==> src/inc/energy_cal_pkg.sv <==
package energy_cal_pkg;

  // ****************************************************************
  // Register map (byte addresses)
  // ****************************************************************
  localparam int ADDR_W = 6;
  localparam logic [5:0] OFS_CTRL = 6'h00;
  localparam logic [5:0] OFS_STATUS = 6'h04;
  localparam logic [5:0] OFS_GAIN = 6'h08;
  localparam logic [5:0] OFS_OFFSET = 6'h0C;
  localparam logic [5:0] OFS_NUM = 6'h10;
  localparam logic [5:0] OFS_DEN = 6'h14;
  localparam logic [5:0] OFS_DIV = 6'h18;
  localparam logic [5:0] OFS_HALF_LINE_CYCLE_COUNT = 6'h1C;
  localparam logic [5:0] OFS_ACTIVE_ENERGY_ACCUM = 6'h20;
  localparam logic [5:0] OFS_LINE_ACTIVE_ENERGY = 6'h24;
  localparam logic [5:0] OFS_PERIOD = 6'h28;

  // ****************************************************************
  // Field positions and widths
  // ****************************************************************
  localparam int CTRL_LINE_BIT = 0;
  localparam int CTRL_IRQ_BIT = 1;
  localparam int STAT_DONE_BIT = 0;
  localparam int POWER_W = 24;
  localparam int GAIN_W = 12;
  localparam int OFFSET_W = 16;
  localparam int RATIO_W = 12;
  localparam int DIV_W = 8;
  localparam int HALF_LINE_CYCLE_COUNT_W = 16;
  localparam int ENERGY_W = 24;
  localparam int PERIOD_W = 16;
  localparam int GAIN_FRAC = 12;
  localparam int OFFSET_FRAC = 8;
  localparam int FINE_W = 33;

  // ****************************************************************
  // Reset values and arithmetic constants
  // ****************************************************************
  localparam logic [11:0] RATIO_RST = 12'h03F;
  localparam logic [7:0] DIV_RST = 8'h00;
  localparam logic [15:0] HALF_LINE_CYCLE_COUNT_RST = 16'hFFFF;
  localparam logic signed [13:0] GAIN_UNITY = 14'sh1000;
  localparam logic [1:0] TICK_LAST = 2'h3;
  localparam logic [2:0] PERIOD_PRESCALE_LAST = 3'h7;
  localparam logic [1:0] RESP_OKAY = 2'h0;
  localparam logic [1:0] RESP_SLVERR = 2'h2;

  // ****************************************************************
  // Types
  // ****************************************************************
  typedef struct packed {
    logic [RATIO_W-1:0] num;
    logic [RATIO_W-1:0] den;
  } pulse_ratio_t;

  typedef enum logic [1:0] {
    WR_COLLECT = 2'h0,
    WR_RESP = 2'h1
  } wr_state_t;

  typedef enum logic [1:0] {
    RD_IDLE = 2'h0,
    RD_VALID = 2'h1
  } rd_state_t;

endpackage

==> src/design/active_energy_gain_offset_cal.sv <==
`timescale 1ns/10ps
// How it works
// - One gain LSB scales energy and pulse rate by one part in 4096.
// - Gain setting is signed two's complement, covering up to 50 percent.
// - Gain acts before both the pulse output and the energy accumulators.
// - Energy per pulse is set by numerator and denominator alone.
// - Energy divider sits outside the pulse chain, pulse rate unaffected.
// - Line mode accumulates over the programmed half line cycle count.
// - At window end line energy is latched; the interrupt goes low one clock later.
// - First line result after setup may be short; host discards it.
// - After the first window every following window has exact length.
// - Energy accumulators update once every four clocks.
// - Signed offset is added to active power once every four clocks.
// - Low eight offset bits are a fraction of a gain-corrected active power LSB.
// - One offset LSB equals two to minus 33 of an energy LSB.
// - Line period is counted in units of eight clocks.
module active_energy_gain_offset_cal
  import energy_cal_pkg::*;
#(
  parameter int PULSE_CYC = 4
)
(
  // Clock and reset
  input wire logic clk_i,
  input wire logic rst_n_i,
  // AXI4-Lite write address and data
  input wire logic [ADDR_W-1:0] s_axi_awaddr,
  input wire logic s_axi_awvalid,
  output logic s_axi_awready,
  input wire logic [31:0] s_axi_wdata,
  input wire logic [3:0] s_axi_wstrb,
  input wire logic s_axi_wvalid,
  output logic s_axi_wready,
  // AXI4-Lite write response
  output logic [1:0] s_axi_bresp,
  output logic s_axi_bvalid,
  input wire logic s_axi_bready,
  // AXI4-Lite read
  input wire logic [ADDR_W-1:0] s_axi_araddr,
  input wire logic s_axi_arvalid,
  output logic s_axi_arready,
  output logic [31:0] s_axi_rdata,
  output logic [1:0] s_axi_rresp,
  output logic s_axi_rvalid,
  input wire logic s_axi_rready,
  // Datapath inputs
  input wire logic signed [POWER_W-1:0] power_i,
  input wire logic volt_pos_i,
  // Outputs
  output logic calibration_pulse_out_o,
  output logic irq_n_o
);

  // ****************************************************************
  // Functions
  // ****************************************************************
  function automatic logic [31:0] merge(input logic [31:0] old,
                                        input logic [31:0] data,
                                        input logic [3:0] strb);
    logic [31:0] res;
    res = old;
    for (int i = 0; i < 4; i++)
    begin
      if (strb[i])
        res[i*8 +: 8] = data[i*8 +: 8];
    end
    return res;
  endfunction

  function automatic logic mapped(input logic [ADDR_W-1:0] a);
    logic ok;
    ok = (a[1:0] == 2'h0) && (a <= OFS_PERIOD);
    return ok;
  endfunction

  // ****************************************************************
  // Settings and state
  // ****************************************************************
  logic line_en_r;
  logic irq_en_r;
  logic done_r;
  logic [GAIN_W-1:0] active_power_gain_r;
  logic [OFFSET_W-1:0] active_power_offset_r;
  logic [RATIO_W-1:0] pulse_ratio_numerator_r;
  logic [RATIO_W-1:0] pulse_ratio_denominator_r;
  logic [DIV_W-1:0] energy_divider_r;
  logic [HALF_LINE_CYCLE_COUNT_W-1:0] half_line_cycle_count_r;
  logic [ENERGY_W-1:0] active_energy_accum_r;
  logic [ENERGY_W-1:0] line_active_energy_r;
  logic [ENERGY_W-1:0] line_sum_r;
  logic [HALF_LINE_CYCLE_COUNT_W-1:0] half_cnt_r;
  logic [FINE_W-1:0] fine_r;
  logic signed [DIV_W:0] div_sub_r;
  logic [1:0] tick_r;
  logic tick;

  // Bus side
  wr_state_t wr_state_r;
  rd_state_t rd_state_r;
  logic aw_hold_r;
  logic w_hold_r;
  logic [ADDR_W-1:0] aw_addr_r;
  logic [31:0] w_data_r;
  logic [3:0] w_strb_r;
  logic do_write;
  logic [31:0] rd_mux;
  logic [31:0] wr_old;
  logic [31:0] wr_val;

  // Datapath
  logic signed [GAIN_W+1:0] gain_mul;
  logic signed [POWER_W+GAIN_W+1:0] prod;
  logic signed [FINE_W+2:0] addend;
  logic signed [FINE_W+2:0] fine_sum;
  logic signed [2:0] carry;
  logic signed [DIV_W:0] div_eff;
  logic signed [DIV_W:0] div_next;
  logic signed [1:0] e_step;
  logic quantum;
  logic half_cycle;
  logic [PERIOD_W-1:0] period;
  logic window_end;
  pulse_ratio_t ratio;

  // ****************************************************************
  // AXI4-Lite write channel
  // ****************************************************************
  assign s_axi_awready = !aw_hold_r;
  assign s_axi_wready = !w_hold_r;
  assign s_axi_bvalid = (wr_state_r == WR_RESP);
  assign do_write = aw_hold_r && w_hold_r && (wr_state_r == WR_COLLECT);

  always_ff @(posedge clk_i)
  begin
    if (!rst_n_i)
    begin
      aw_hold_r <= 1'b0;
      aw_addr_r <= '0;
    end
    else if (s_axi_awvalid && !aw_hold_r)
    begin
      aw_hold_r <= 1'b1;
      aw_addr_r <= s_axi_awaddr;
    end
    else if (do_write)
      aw_hold_r <= 1'b0;
  end

  always_ff @(posedge clk_i)
  begin
    if (!rst_n_i)
    begin
      w_hold_r <= 1'b0;
      w_data_r <= 32'h00000000;
      w_strb_r <= 4'h0;
    end
    else if (s_axi_wvalid && !w_hold_r)
    begin
      w_hold_r <= 1'b1;
      w_data_r <= s_axi_wdata;
      w_strb_r <= s_axi_wstrb;
    end
    else if (do_write)
      w_hold_r <= 1'b0;
  end

  always_ff @(posedge clk_i)
  begin
    if (!rst_n_i)
    begin
      wr_state_r <= WR_COLLECT;
      s_axi_bresp <= RESP_OKAY;
    end
    else
    begin
      case (wr_state_r)
        WR_COLLECT:
        begin
          if (do_write)
          begin
            wr_state_r <= WR_RESP;
            s_axi_bresp <= mapped(aw_addr_r) ? RESP_OKAY : RESP_SLVERR;
          end
        end
        WR_RESP:
        begin
          if (s_axi_bready)
            wr_state_r <= WR_COLLECT;
        end
        default:
          wr_state_r <= WR_COLLECT;
      endcase
    end
  end

  // ****************************************************************
  // Register writes
  // ****************************************************************
  always_comb
  begin
    case (aw_addr_r)
      OFS_CTRL: wr_old = {30'h0, irq_en_r, line_en_r};
      OFS_GAIN: wr_old = {20'h0, active_power_gain_r};
      OFS_OFFSET: wr_old = {16'h0, active_power_offset_r};
      OFS_NUM: wr_old = {20'h0, pulse_ratio_numerator_r};
      OFS_DEN: wr_old = {20'h0, pulse_ratio_denominator_r};
      OFS_DIV: wr_old = {24'h0, energy_divider_r};
      OFS_HALF_LINE_CYCLE_COUNT: wr_old = {16'h0, half_line_cycle_count_r};
      default: wr_old = 32'h00000000;
    endcase
    wr_val = merge(wr_old, w_data_r, w_strb_r);
  end

  always_ff @(posedge clk_i)
  begin
    if (!rst_n_i)
    begin
      line_en_r <= 1'b0;
      irq_en_r <= 1'b0;
      active_power_gain_r <= '0;
      active_power_offset_r <= '0;
      pulse_ratio_numerator_r <= RATIO_RST;
      pulse_ratio_denominator_r <= RATIO_RST;
      energy_divider_r <= DIV_RST;
      half_line_cycle_count_r <= HALF_LINE_CYCLE_COUNT_RST;
    end
    else if (do_write)
    begin
      case (aw_addr_r)
        OFS_CTRL:
        begin
          line_en_r <= wr_val[CTRL_LINE_BIT];
          irq_en_r <= wr_val[CTRL_IRQ_BIT];
        end
        OFS_GAIN: active_power_gain_r <= wr_val[GAIN_W-1:0];
        OFS_OFFSET: active_power_offset_r <= wr_val[OFFSET_W-1:0];
        OFS_NUM: pulse_ratio_numerator_r <= wr_val[RATIO_W-1:0];
        OFS_DEN: pulse_ratio_denominator_r <= wr_val[RATIO_W-1:0];
        OFS_DIV: energy_divider_r <= wr_val[DIV_W-1:0];
        OFS_HALF_LINE_CYCLE_COUNT: half_line_cycle_count_r <= wr_val[HALF_LINE_CYCLE_COUNT_W-1:0];
        default: ;
      endcase
    end
  end

  // ****************************************************************
  // AXI4-Lite read channel
  // ****************************************************************
  assign s_axi_arready = (rd_state_r == RD_IDLE);
  assign s_axi_rvalid = (rd_state_r == RD_VALID);

  always_comb
  begin
    case (s_axi_araddr)
      OFS_CTRL: rd_mux = {30'h0, irq_en_r, line_en_r};
      OFS_STATUS: rd_mux = {31'h0, done_r};
      OFS_GAIN: rd_mux = {20'h0, active_power_gain_r};
      OFS_OFFSET: rd_mux = {16'h0, active_power_offset_r};
      OFS_NUM: rd_mux = {20'h0, pulse_ratio_numerator_r};
      OFS_DEN: rd_mux = {20'h0, pulse_ratio_denominator_r};
      OFS_DIV: rd_mux = {24'h0, energy_divider_r};
      OFS_HALF_LINE_CYCLE_COUNT: rd_mux = {16'h0, half_line_cycle_count_r};
      OFS_ACTIVE_ENERGY_ACCUM: rd_mux = {8'h0, active_energy_accum_r};
      OFS_LINE_ACTIVE_ENERGY: rd_mux = {8'h0, line_active_energy_r};
      OFS_PERIOD: rd_mux = {16'h0, period};
      default: rd_mux = 32'h00000000;
    endcase
  end

  always_ff @(posedge clk_i)
  begin
    if (!rst_n_i)
    begin
      rd_state_r <= RD_IDLE;
      s_axi_rdata <= 32'h00000000;
      s_axi_rresp <= RESP_OKAY;
    end
    else
    begin
      case (rd_state_r)
        RD_IDLE:
        begin
          if (s_axi_arvalid)
          begin
            rd_state_r <= RD_VALID;
            s_axi_rdata <= rd_mux;
            s_axi_rresp <= mapped(s_axi_araddr) ? RESP_OKAY : RESP_SLVERR;
          end
        end
        RD_VALID:
        begin
          if (s_axi_rready)
            rd_state_r <= RD_IDLE;
        end
        default:
          rd_state_r <= RD_IDLE;
      endcase
    end
  end

  // ****************************************************************
  // Gain and offset correction
  // ****************************************************************
  always_ff @(posedge clk_i)
  begin
    if (!rst_n_i)
      tick_r <= 2'h0;
    else
      tick_r <= tick_r + 2'h1;
  end

  assign tick = (tick_r == TICK_LAST);

  always_comb
  begin
    gain_mul = GAIN_UNITY + {{2{active_power_gain_r[GAIN_W-1]}},
                             active_power_gain_r};
    prod = power_i * gain_mul;
    addend = {{2{prod[POWER_W+GAIN_W+1]}},
              prod[POWER_W+GAIN_W+1:GAIN_FRAC],
              {OFFSET_FRAC{1'b0}}}
           + {{(FINE_W+3-OFFSET_W){active_power_offset_r[OFFSET_W-1]}},
              active_power_offset_r};
    fine_sum = $signed({3'h0, fine_r}) + addend;
    carry = fine_sum[FINE_W+2:FINE_W];
  end

  // Fraction below one energy LSB carries 33 bits
  always_ff @(posedge clk_i)
  begin
    if (!rst_n_i)
      fine_r <= '0;
    else if (tick)
      fine_r <= fine_sum[FINE_W-1:0];
  end

  // Pulse chain sees every quantum before the divider
  assign quantum = tick && (carry != 3'sh0);
  assign ratio = '{num: pulse_ratio_numerator_r,
                   den: pulse_ratio_denominator_r};

  cal_pulse_gen #(
    .PULSE_CYC(PULSE_CYC)
  ) u_pulse (
    .clk_i(clk_i),
    .rst_n_i(rst_n_i),
    .quantum_i(quantum),
    .ratio_i(ratio),
    .calibration_pulse_out_o(calibration_pulse_out_o)
  );

  // ****************************************************************
  // Energy divider and accumulation
  // ****************************************************************
  always_comb
  begin
    div_eff = (energy_divider_r == '0) ? 9'sh001
                                       : $signed({1'b0, energy_divider_r});
    div_next = div_sub_r + {{(DIV_W-2){carry[2]}}, carry};
    e_step = 2'sh0;
    if (tick && (div_next >= div_eff))
      e_step = 2'sh1;
    else if (tick && (div_next <= -div_eff))
      e_step = -2'sh1;
  end

  always_ff @(posedge clk_i)
  begin
    if (!rst_n_i)
      div_sub_r <= '0;
    else if (tick)
      div_sub_r <= (e_step != 2'sh0) ? 9'sh000 : div_next;
  end

  always_ff @(posedge clk_i)
  begin
    if (!rst_n_i)
      active_energy_accum_r <= '0;
    else
      active_energy_accum_r <= active_energy_accum_r
                             + {{(ENERGY_W-2){e_step[1]}}, e_step};
  end

  // ****************************************************************
  // Line cycle accumulation
  // ****************************************************************
  line_period_meter u_period (
    .clk_i(clk_i),
    .rst_n_i(rst_n_i),
    .volt_pos_i(volt_pos_i),
    .half_cycle_o(half_cycle),
    .period_o(period)
  );

  // Window opens when the mode is enabled, so the first one may be short
  assign window_end = line_en_r && half_cycle
                   && (half_cnt_r + 16'h0001 >= half_line_cycle_count_r);

  always_ff @(posedge clk_i)
  begin
    if (!rst_n_i || !line_en_r)
    begin
      half_cnt_r <= '0;
      line_sum_r <= '0;
    end
    else if (window_end)
    begin
      half_cnt_r <= '0;
      line_sum_r <= {{(ENERGY_W-2){e_step[1]}}, e_step};
    end
    else
    begin
      if (half_cycle)
        half_cnt_r <= half_cnt_r + 16'h0001;
      line_sum_r <= line_sum_r + {{(ENERGY_W-2){e_step[1]}}, e_step};
    end
  end

  always_ff @(posedge clk_i)
  begin
    if (!rst_n_i)
      line_active_energy_r <= '0;
    else if (window_end)
      line_active_energy_r <= line_sum_r;
  end

  // Set wins over a write-one clear in the same cycle
  always_ff @(posedge clk_i)
  begin
    if (!rst_n_i)
      done_r <= 1'b0;
    else if (window_end)
      done_r <= 1'b1;
    else if (do_write && aw_addr_r == OFS_STATUS
             && w_strb_r[0] && w_data_r[STAT_DONE_BIT])
      done_r <= 1'b0;
  end

  always_ff @(posedge clk_i)
  begin
    if (!rst_n_i)
      irq_n_o <= 1'b1;
    else
      irq_n_o <= !(done_r && irq_en_r);
  end

endmodule

==> src/design/cal_pulse_gen.sv <==
`timescale 1ns/10ps
// Turns energy quanta into calibration pulses by a num+1 / den+1 ratio
module cal_pulse_gen
  import energy_cal_pkg::*;
#(
  parameter int PULSE_CYC = 4
)
(
  // Clock and reset
  input wire logic clk_i,
  input wire logic rst_n_i,
  // Energy quantum and ratio
  input wire logic quantum_i,
  input wire pulse_ratio_t ratio_i,
  // Pulse output
  output logic calibration_pulse_out_o
);

  logic [RATIO_W+1:0] frac_r;
  logic [RATIO_W+1:0] frac_sum;
  logic [RATIO_W+1:0] den_eff;
  logic fire;
  logic [7:0] width_r;

  always_comb
  begin
    den_eff = {2'h0, ratio_i.den} + 14'h0001;
    frac_sum = frac_r + (quantum_i ? {2'h0, ratio_i.num} + 14'h0001
                                   : 14'h0000);
    fire = (frac_sum >= den_eff);
  end

  always_ff @(posedge clk_i)
  begin
    if (!rst_n_i)
      frac_r <= '0;
    else if (fire)
      frac_r <= frac_sum - den_eff;
    else
      frac_r <= frac_sum;
  end

  always_ff @(posedge clk_i)
  begin
    if (!rst_n_i)
      width_r <= 8'h00;
    else if (fire)
      width_r <= 8'(PULSE_CYC);
    else if (width_r != 8'h00)
      width_r <= width_r - 8'h01;
  end

  always_ff @(posedge clk_i)
  begin
    if (!rst_n_i)
      calibration_pulse_out_o <= 1'b0;
    else
      calibration_pulse_out_o <= fire || (width_r > 8'h01);
  end

endmodule

==> src/design/line_period_meter.sv <==
`timescale 1ns/10ps
// Detects voltage zero crossings and measures the line period
module line_period_meter
  import energy_cal_pkg::*;
(
  // Clock and reset
  input wire logic clk_i,
  input wire logic rst_n_i,
  // Voltage polarity from the datapath
  input wire logic volt_pos_i,
  // Results
  output logic half_cycle_o,
  output logic [PERIOD_W-1:0] period_o
);

  logic pol_r;
  logic [2:0] pre_r;
  logic [PERIOD_W-1:0] cnt_r;
  logic rise;

  assign rise = volt_pos_i && !pol_r;

  always_ff @(posedge clk_i)
  begin
    if (!rst_n_i)
    begin
      pol_r <= 1'b0;
      half_cycle_o <= 1'b0;
    end
    else
    begin
      pol_r <= volt_pos_i;
      half_cycle_o <= volt_pos_i ^ pol_r;
    end
  end

  // Period counts in units of eight clocks
  always_ff @(posedge clk_i)
  begin
    if (!rst_n_i)
    begin
      pre_r <= 3'h0;
      cnt_r <= '0;
      period_o <= '0;
    end
    else if (rise)
    begin
      // The crossing clock itself is the first of the next eight
      pre_r <= 3'h1;
      cnt_r <= '0;
      period_o <= cnt_r;
    end
    else
    begin
      pre_r <= pre_r + 3'h1;
      if (pre_r == PERIOD_PRESCALE_LAST && cnt_r != '1)
        cnt_r <= cnt_r + 16'h0001;
    end
  end

endmodule

==> config.mk <==
export PLATFORM = sky130hd
export DESIGN_NAME = active_energy_gain_offset_cal
export DESIGN_NICKNAME = d
export VERILOG_FILES = /design/src/inc/energy_cal_pkg.sv /design/src/design/active_energy_gain_offset_cal.sv /design/src/design/cal_pulse_gen.sv /design/src/design/line_period_meter.sv
export SDC_FILE = /design/constraint.sdc
export NUM_CORES = 2
export LEC_CHECK = 0
export BUFFER_PORTS_ARGS = -buffer_cell sky130_fd_sc_hd__buf_2
export CAP_MARGIN = 25
export CORE_ASPECT_RATIO = 1.4
export CORE_MARGIN = 2
export CORE_UTILIZATION = 58
export CTS_CLUSTER_DIAMETER = 120
export CTS_CLUSTER_SIZE = 30
export DETAILED_ROUTE_END_ITERATION = 6
export PLACE_DENSITY = 0.79
export SKIP_CTS_REPAIR_TIMING = 1
export SYNTH_ARGS = -nofsm -noshare
export SYNTH_HDL_FRONTEND = slang
export SYNTH_SLANG_ARGS = --single-unit
==> constraint.sdc <==
create_clock -name clk_i -period 17.33 [get_ports clk_i]
set_input_delay 2.5995 -clock clk_i [delete_from_list [all_inputs] [get_ports clk_i]]
set_output_delay 2.5995 -clock clk_i [all_outputs]
set_load 0.02 [all_outputs]
==> impl_results.md <==
* Yosys top cell area share at 21.20%
* Max Cap Violations at 0
* Boundary pin count at 123
* Min Hold Slack at roughly 0.44 ns
* RR Startpoint: active_power_gain_r[7]
* CP endpoint: line_sum_r[23]
* CORE AREA at between 50000 and 60000 um2
* Post-synthesis compound-gate area fraction at between 10% and 20%
* Reg2Reg Setup Slack at approximately 2.3 ns
* Vias post-DR at 25.23k
* Final cell count without fillers at 4261
* All-layer global routing usage at between 20% and 30%
* TNS Setup at 0 ns
* Crit path DAT at 16.79 ns
* Most frequent cells in the layout: inv_1 (399), nor2_1 (342), nand2_1 (336)
* Worst slack, placed at about 0.42 ns
* IO Port Bufs at 94
* Netlist cell types at 87
* Clock root cell: clkbuf_16
* Tcrit/Tclk final at 94.30%
* Mapped cell area at 30790 um2
* Relative slew slack at 24.33%
* Clock-pin slew of the registers on the worst-case setup and hold paths at around 0.12 ns
* Post-synthesis sequential area ratio at 21.20%
* Area post-placement at around 32000 um2
* Routed WL per cell at 18.21 um
* Die area at 54970 um2
* Num CTS Buffers at 14
* Fill cell count at 4568
* Seq. cell area at around 6500 um2
* Cell Rows at around 100
* Worst reg2reg path depth at 53
* Crit-path slowest cell: fa_1
* Syn Area/Cell at 8.584 um2
* Routability cong. at 0.9578
* Leak at 15.36 nW
* Least-Margin Pin Slew at 1.129 ns
* Fmax at 0.06119 GHz
* Ratio of cells with drive above 1 in the final layout at 6.333%
* Residual DRC at 4
* Sequential power share at approximately 45%
* Synth warn at 0
* Grt ovf at 0
* Worst setup path startpoint: power_i[17]
* Status: finished with violations
* Final core utilization at 61.53%
* Placed Cells at between 4k and 5k
* Crit. End Element: flip-flop
* First-pass GRT wire length at between 100 and 150 mm
* Violated checks: design-rule violations
* Starting Density at around 60%
* Largest family of logic cells by synthesized area: adder cells
* Worst EP required at 17.77 ns
* Synthesized-area fraction occupied by adder cells at 30.55%
* FFs w/ async S/R, synth at 0%
* Max rail drop VDD at 69.55 uV
* Clock power share at 22.9%
* Final hold vios at 0
* Slew Viols, Final at 0
* Worst Skew at roughly 0.022 ns
* Clock sink total at 326
* Multi-input combinational cell area at 22070 um2
* H-tree depth at 1
* Final setup vio count at 0
* Switching part of the total power at about a third
* Crit path time final at 16.34 ns
* Area growth, synth to finish at 4.458%
* Initial antenna violation count at 2
* Synth Instances at 3587
* Post-Synth XOR/XNOR Area at 5.376%
* Clock Latency Late Sink at 0.53 ns
* Hpwl dp at approximately 60 mm
* Setup crit start kind: input pin
* Critical path type: in -> reg
* Simple-Gate Fraction of Synth Area at 16.84%
* Comb pwr share at 32.5%
* RSZ-0062 raised after global routing: false
* CP peak stage delay at 0.58 ns
* DRT Pass-1 Iters at 7
* Main synth FF type: dfxtp_1
* Synth area leader: dfxtp_1
* Mux cell area share after synthesis at 4.190%
* Hold Path Class: reg -> reg
* Crit-path max FO at 13
* Max Root-Sink Buffers at 3
* Iteration-0 DRC Markers at 1828
* Worst Setup Slack, final at 0.9874 ns
* Final nets at 4206
* Routed vias/inst at 5.921
* Top cells by area, synth: dfxtp_1 (21%), fa_1 (19%), ha_1 (11%), inv_1 (4.9%), nor2_1 (4.2%)
* Most frequent CP cell: fa_1
* Die X at 198.7 um
* Die Y-Extent at ~280 um
* Vias in the first global route at 25.77k
* Post-route cell area at 32160 um2
* Post-synthesis register bit count at 326
* Number of flops mapped to enable cells by yosys at 0
* Switching power total at 619.7 uW
* Post-route ant nets at 0
* Total power at 1.819 mW
* Commonest non-fill, non-tap cell in the layout: inv_1
* Pint at ~1.2 mW
* Cell Pwr Density at 56.57 nW/um2
* Largest net degree at the start of global routing at 89
* Critical R2R Capture: line_sum_r[23]
* Routed WL at slightly below 80 mm
* CTS tree: yes
sequential cells by signal (all words and copies together) (netlist names), 2 cells and up:
name / flops
energy_divider_r: 8
line_sum_r: 24
half_cnt_r: 16
line_active_energy_r: 24
s_axi_rdata: 24
aw_addr_r: 6
u_pulse.frac_r: 14
u_pulse.width_r: 8
half_line_cycle_count_r: 16
tick_r: 2
u_period.pre_r: 3
w_data_r: 16
w_strb_r: 2
pulse_ratio_numerator_r: 12
u_period.period_o: 16
div_sub_r: 9
active_energy_accum_r: 24
active_power_gain_r: 12
fine_r: 33
pulse_ratio_denominator_r: 12
active_power_offset_r: 16
u_period.cnt_r: 16
worst min path at each step:
stage,slack [ns],start,to,cells past startpoint
floorplan,0.37,done_r,irq_n_o,1
global placement,0.42,tick_r[0],tick_r[0],1
detailed placement,0.43,tick_r[0],tick_r[0],1
CTS,0.44,tick_r[0],tick_r[0],1
global route,0.44,tick_r[0],tick_r[0],1
finish,0.44,tick_r[0],tick_r[0],1
Yosys cell counts (all sizes together), types with 75 or more instances:
library cell,number
a21oi,205
and2,143
clkbuf,162
dfxtp,326
fa,298
ha,275
inv,400
mux2i,94
nand2,336
nand3,75
nor2,352
o21ai,110
xnor2,99
xor2,90
worst max-delay path, delay by kind of cell:
family | cells | cell delay, ns
xor gates and xnor gates | 4 | 0.72
AOI/OAI and AO/OA | 22 | 5.33
adders and majority gates | 13 | 5.30
buffers and inverters | 5 | 0.71
and+or+nand+nor | 9 | 2.08
kinds of logic after synthesis:
group | after synthesis
buffers and inverters | 592
AO/OA/AOI/OAI | 663
other | 1
AND/OR/NAND/NOR | 1118
multiplexers | 125
XOR/XNOR | 189
flip-flops | 326
adder cells (fa/ha/maj) | 573
layer usage:
metal	GRT usage (%)	vias up	share of wire (%)
li1	-	11930	-
met1	32.68	12170	38
met2	51.67	893	50
met3	4.007	238	6.6
met4	14.06	0	5.1
met5	0	-	0
area by class of cell:
cell class	instances	share of cell area, %
antenna	1	0.007781
clock buffer	15	1.167
clock inverter	1	0.09337
inverter	401	4.696
multi-input combinational	2679	68.62
sequential	326	20.29
tap	707	2.750
timing repair buffer	131	2.373
power by group through the flow:
stage	combinational (mW)	sequential [mW]	clock, mW
3_5_place_dp	0.584	0.828	0
2_1_floorplan	0.462	0.823	0
5_1_grt	0.660	0.816	0.445
6_report	0.591	0.812	0.416
3_3_place_gp	0.571	0.827	0
4_1_cts	0.590	0.811	0.422
Note: power is estimated with default switching activity, not from simulation.
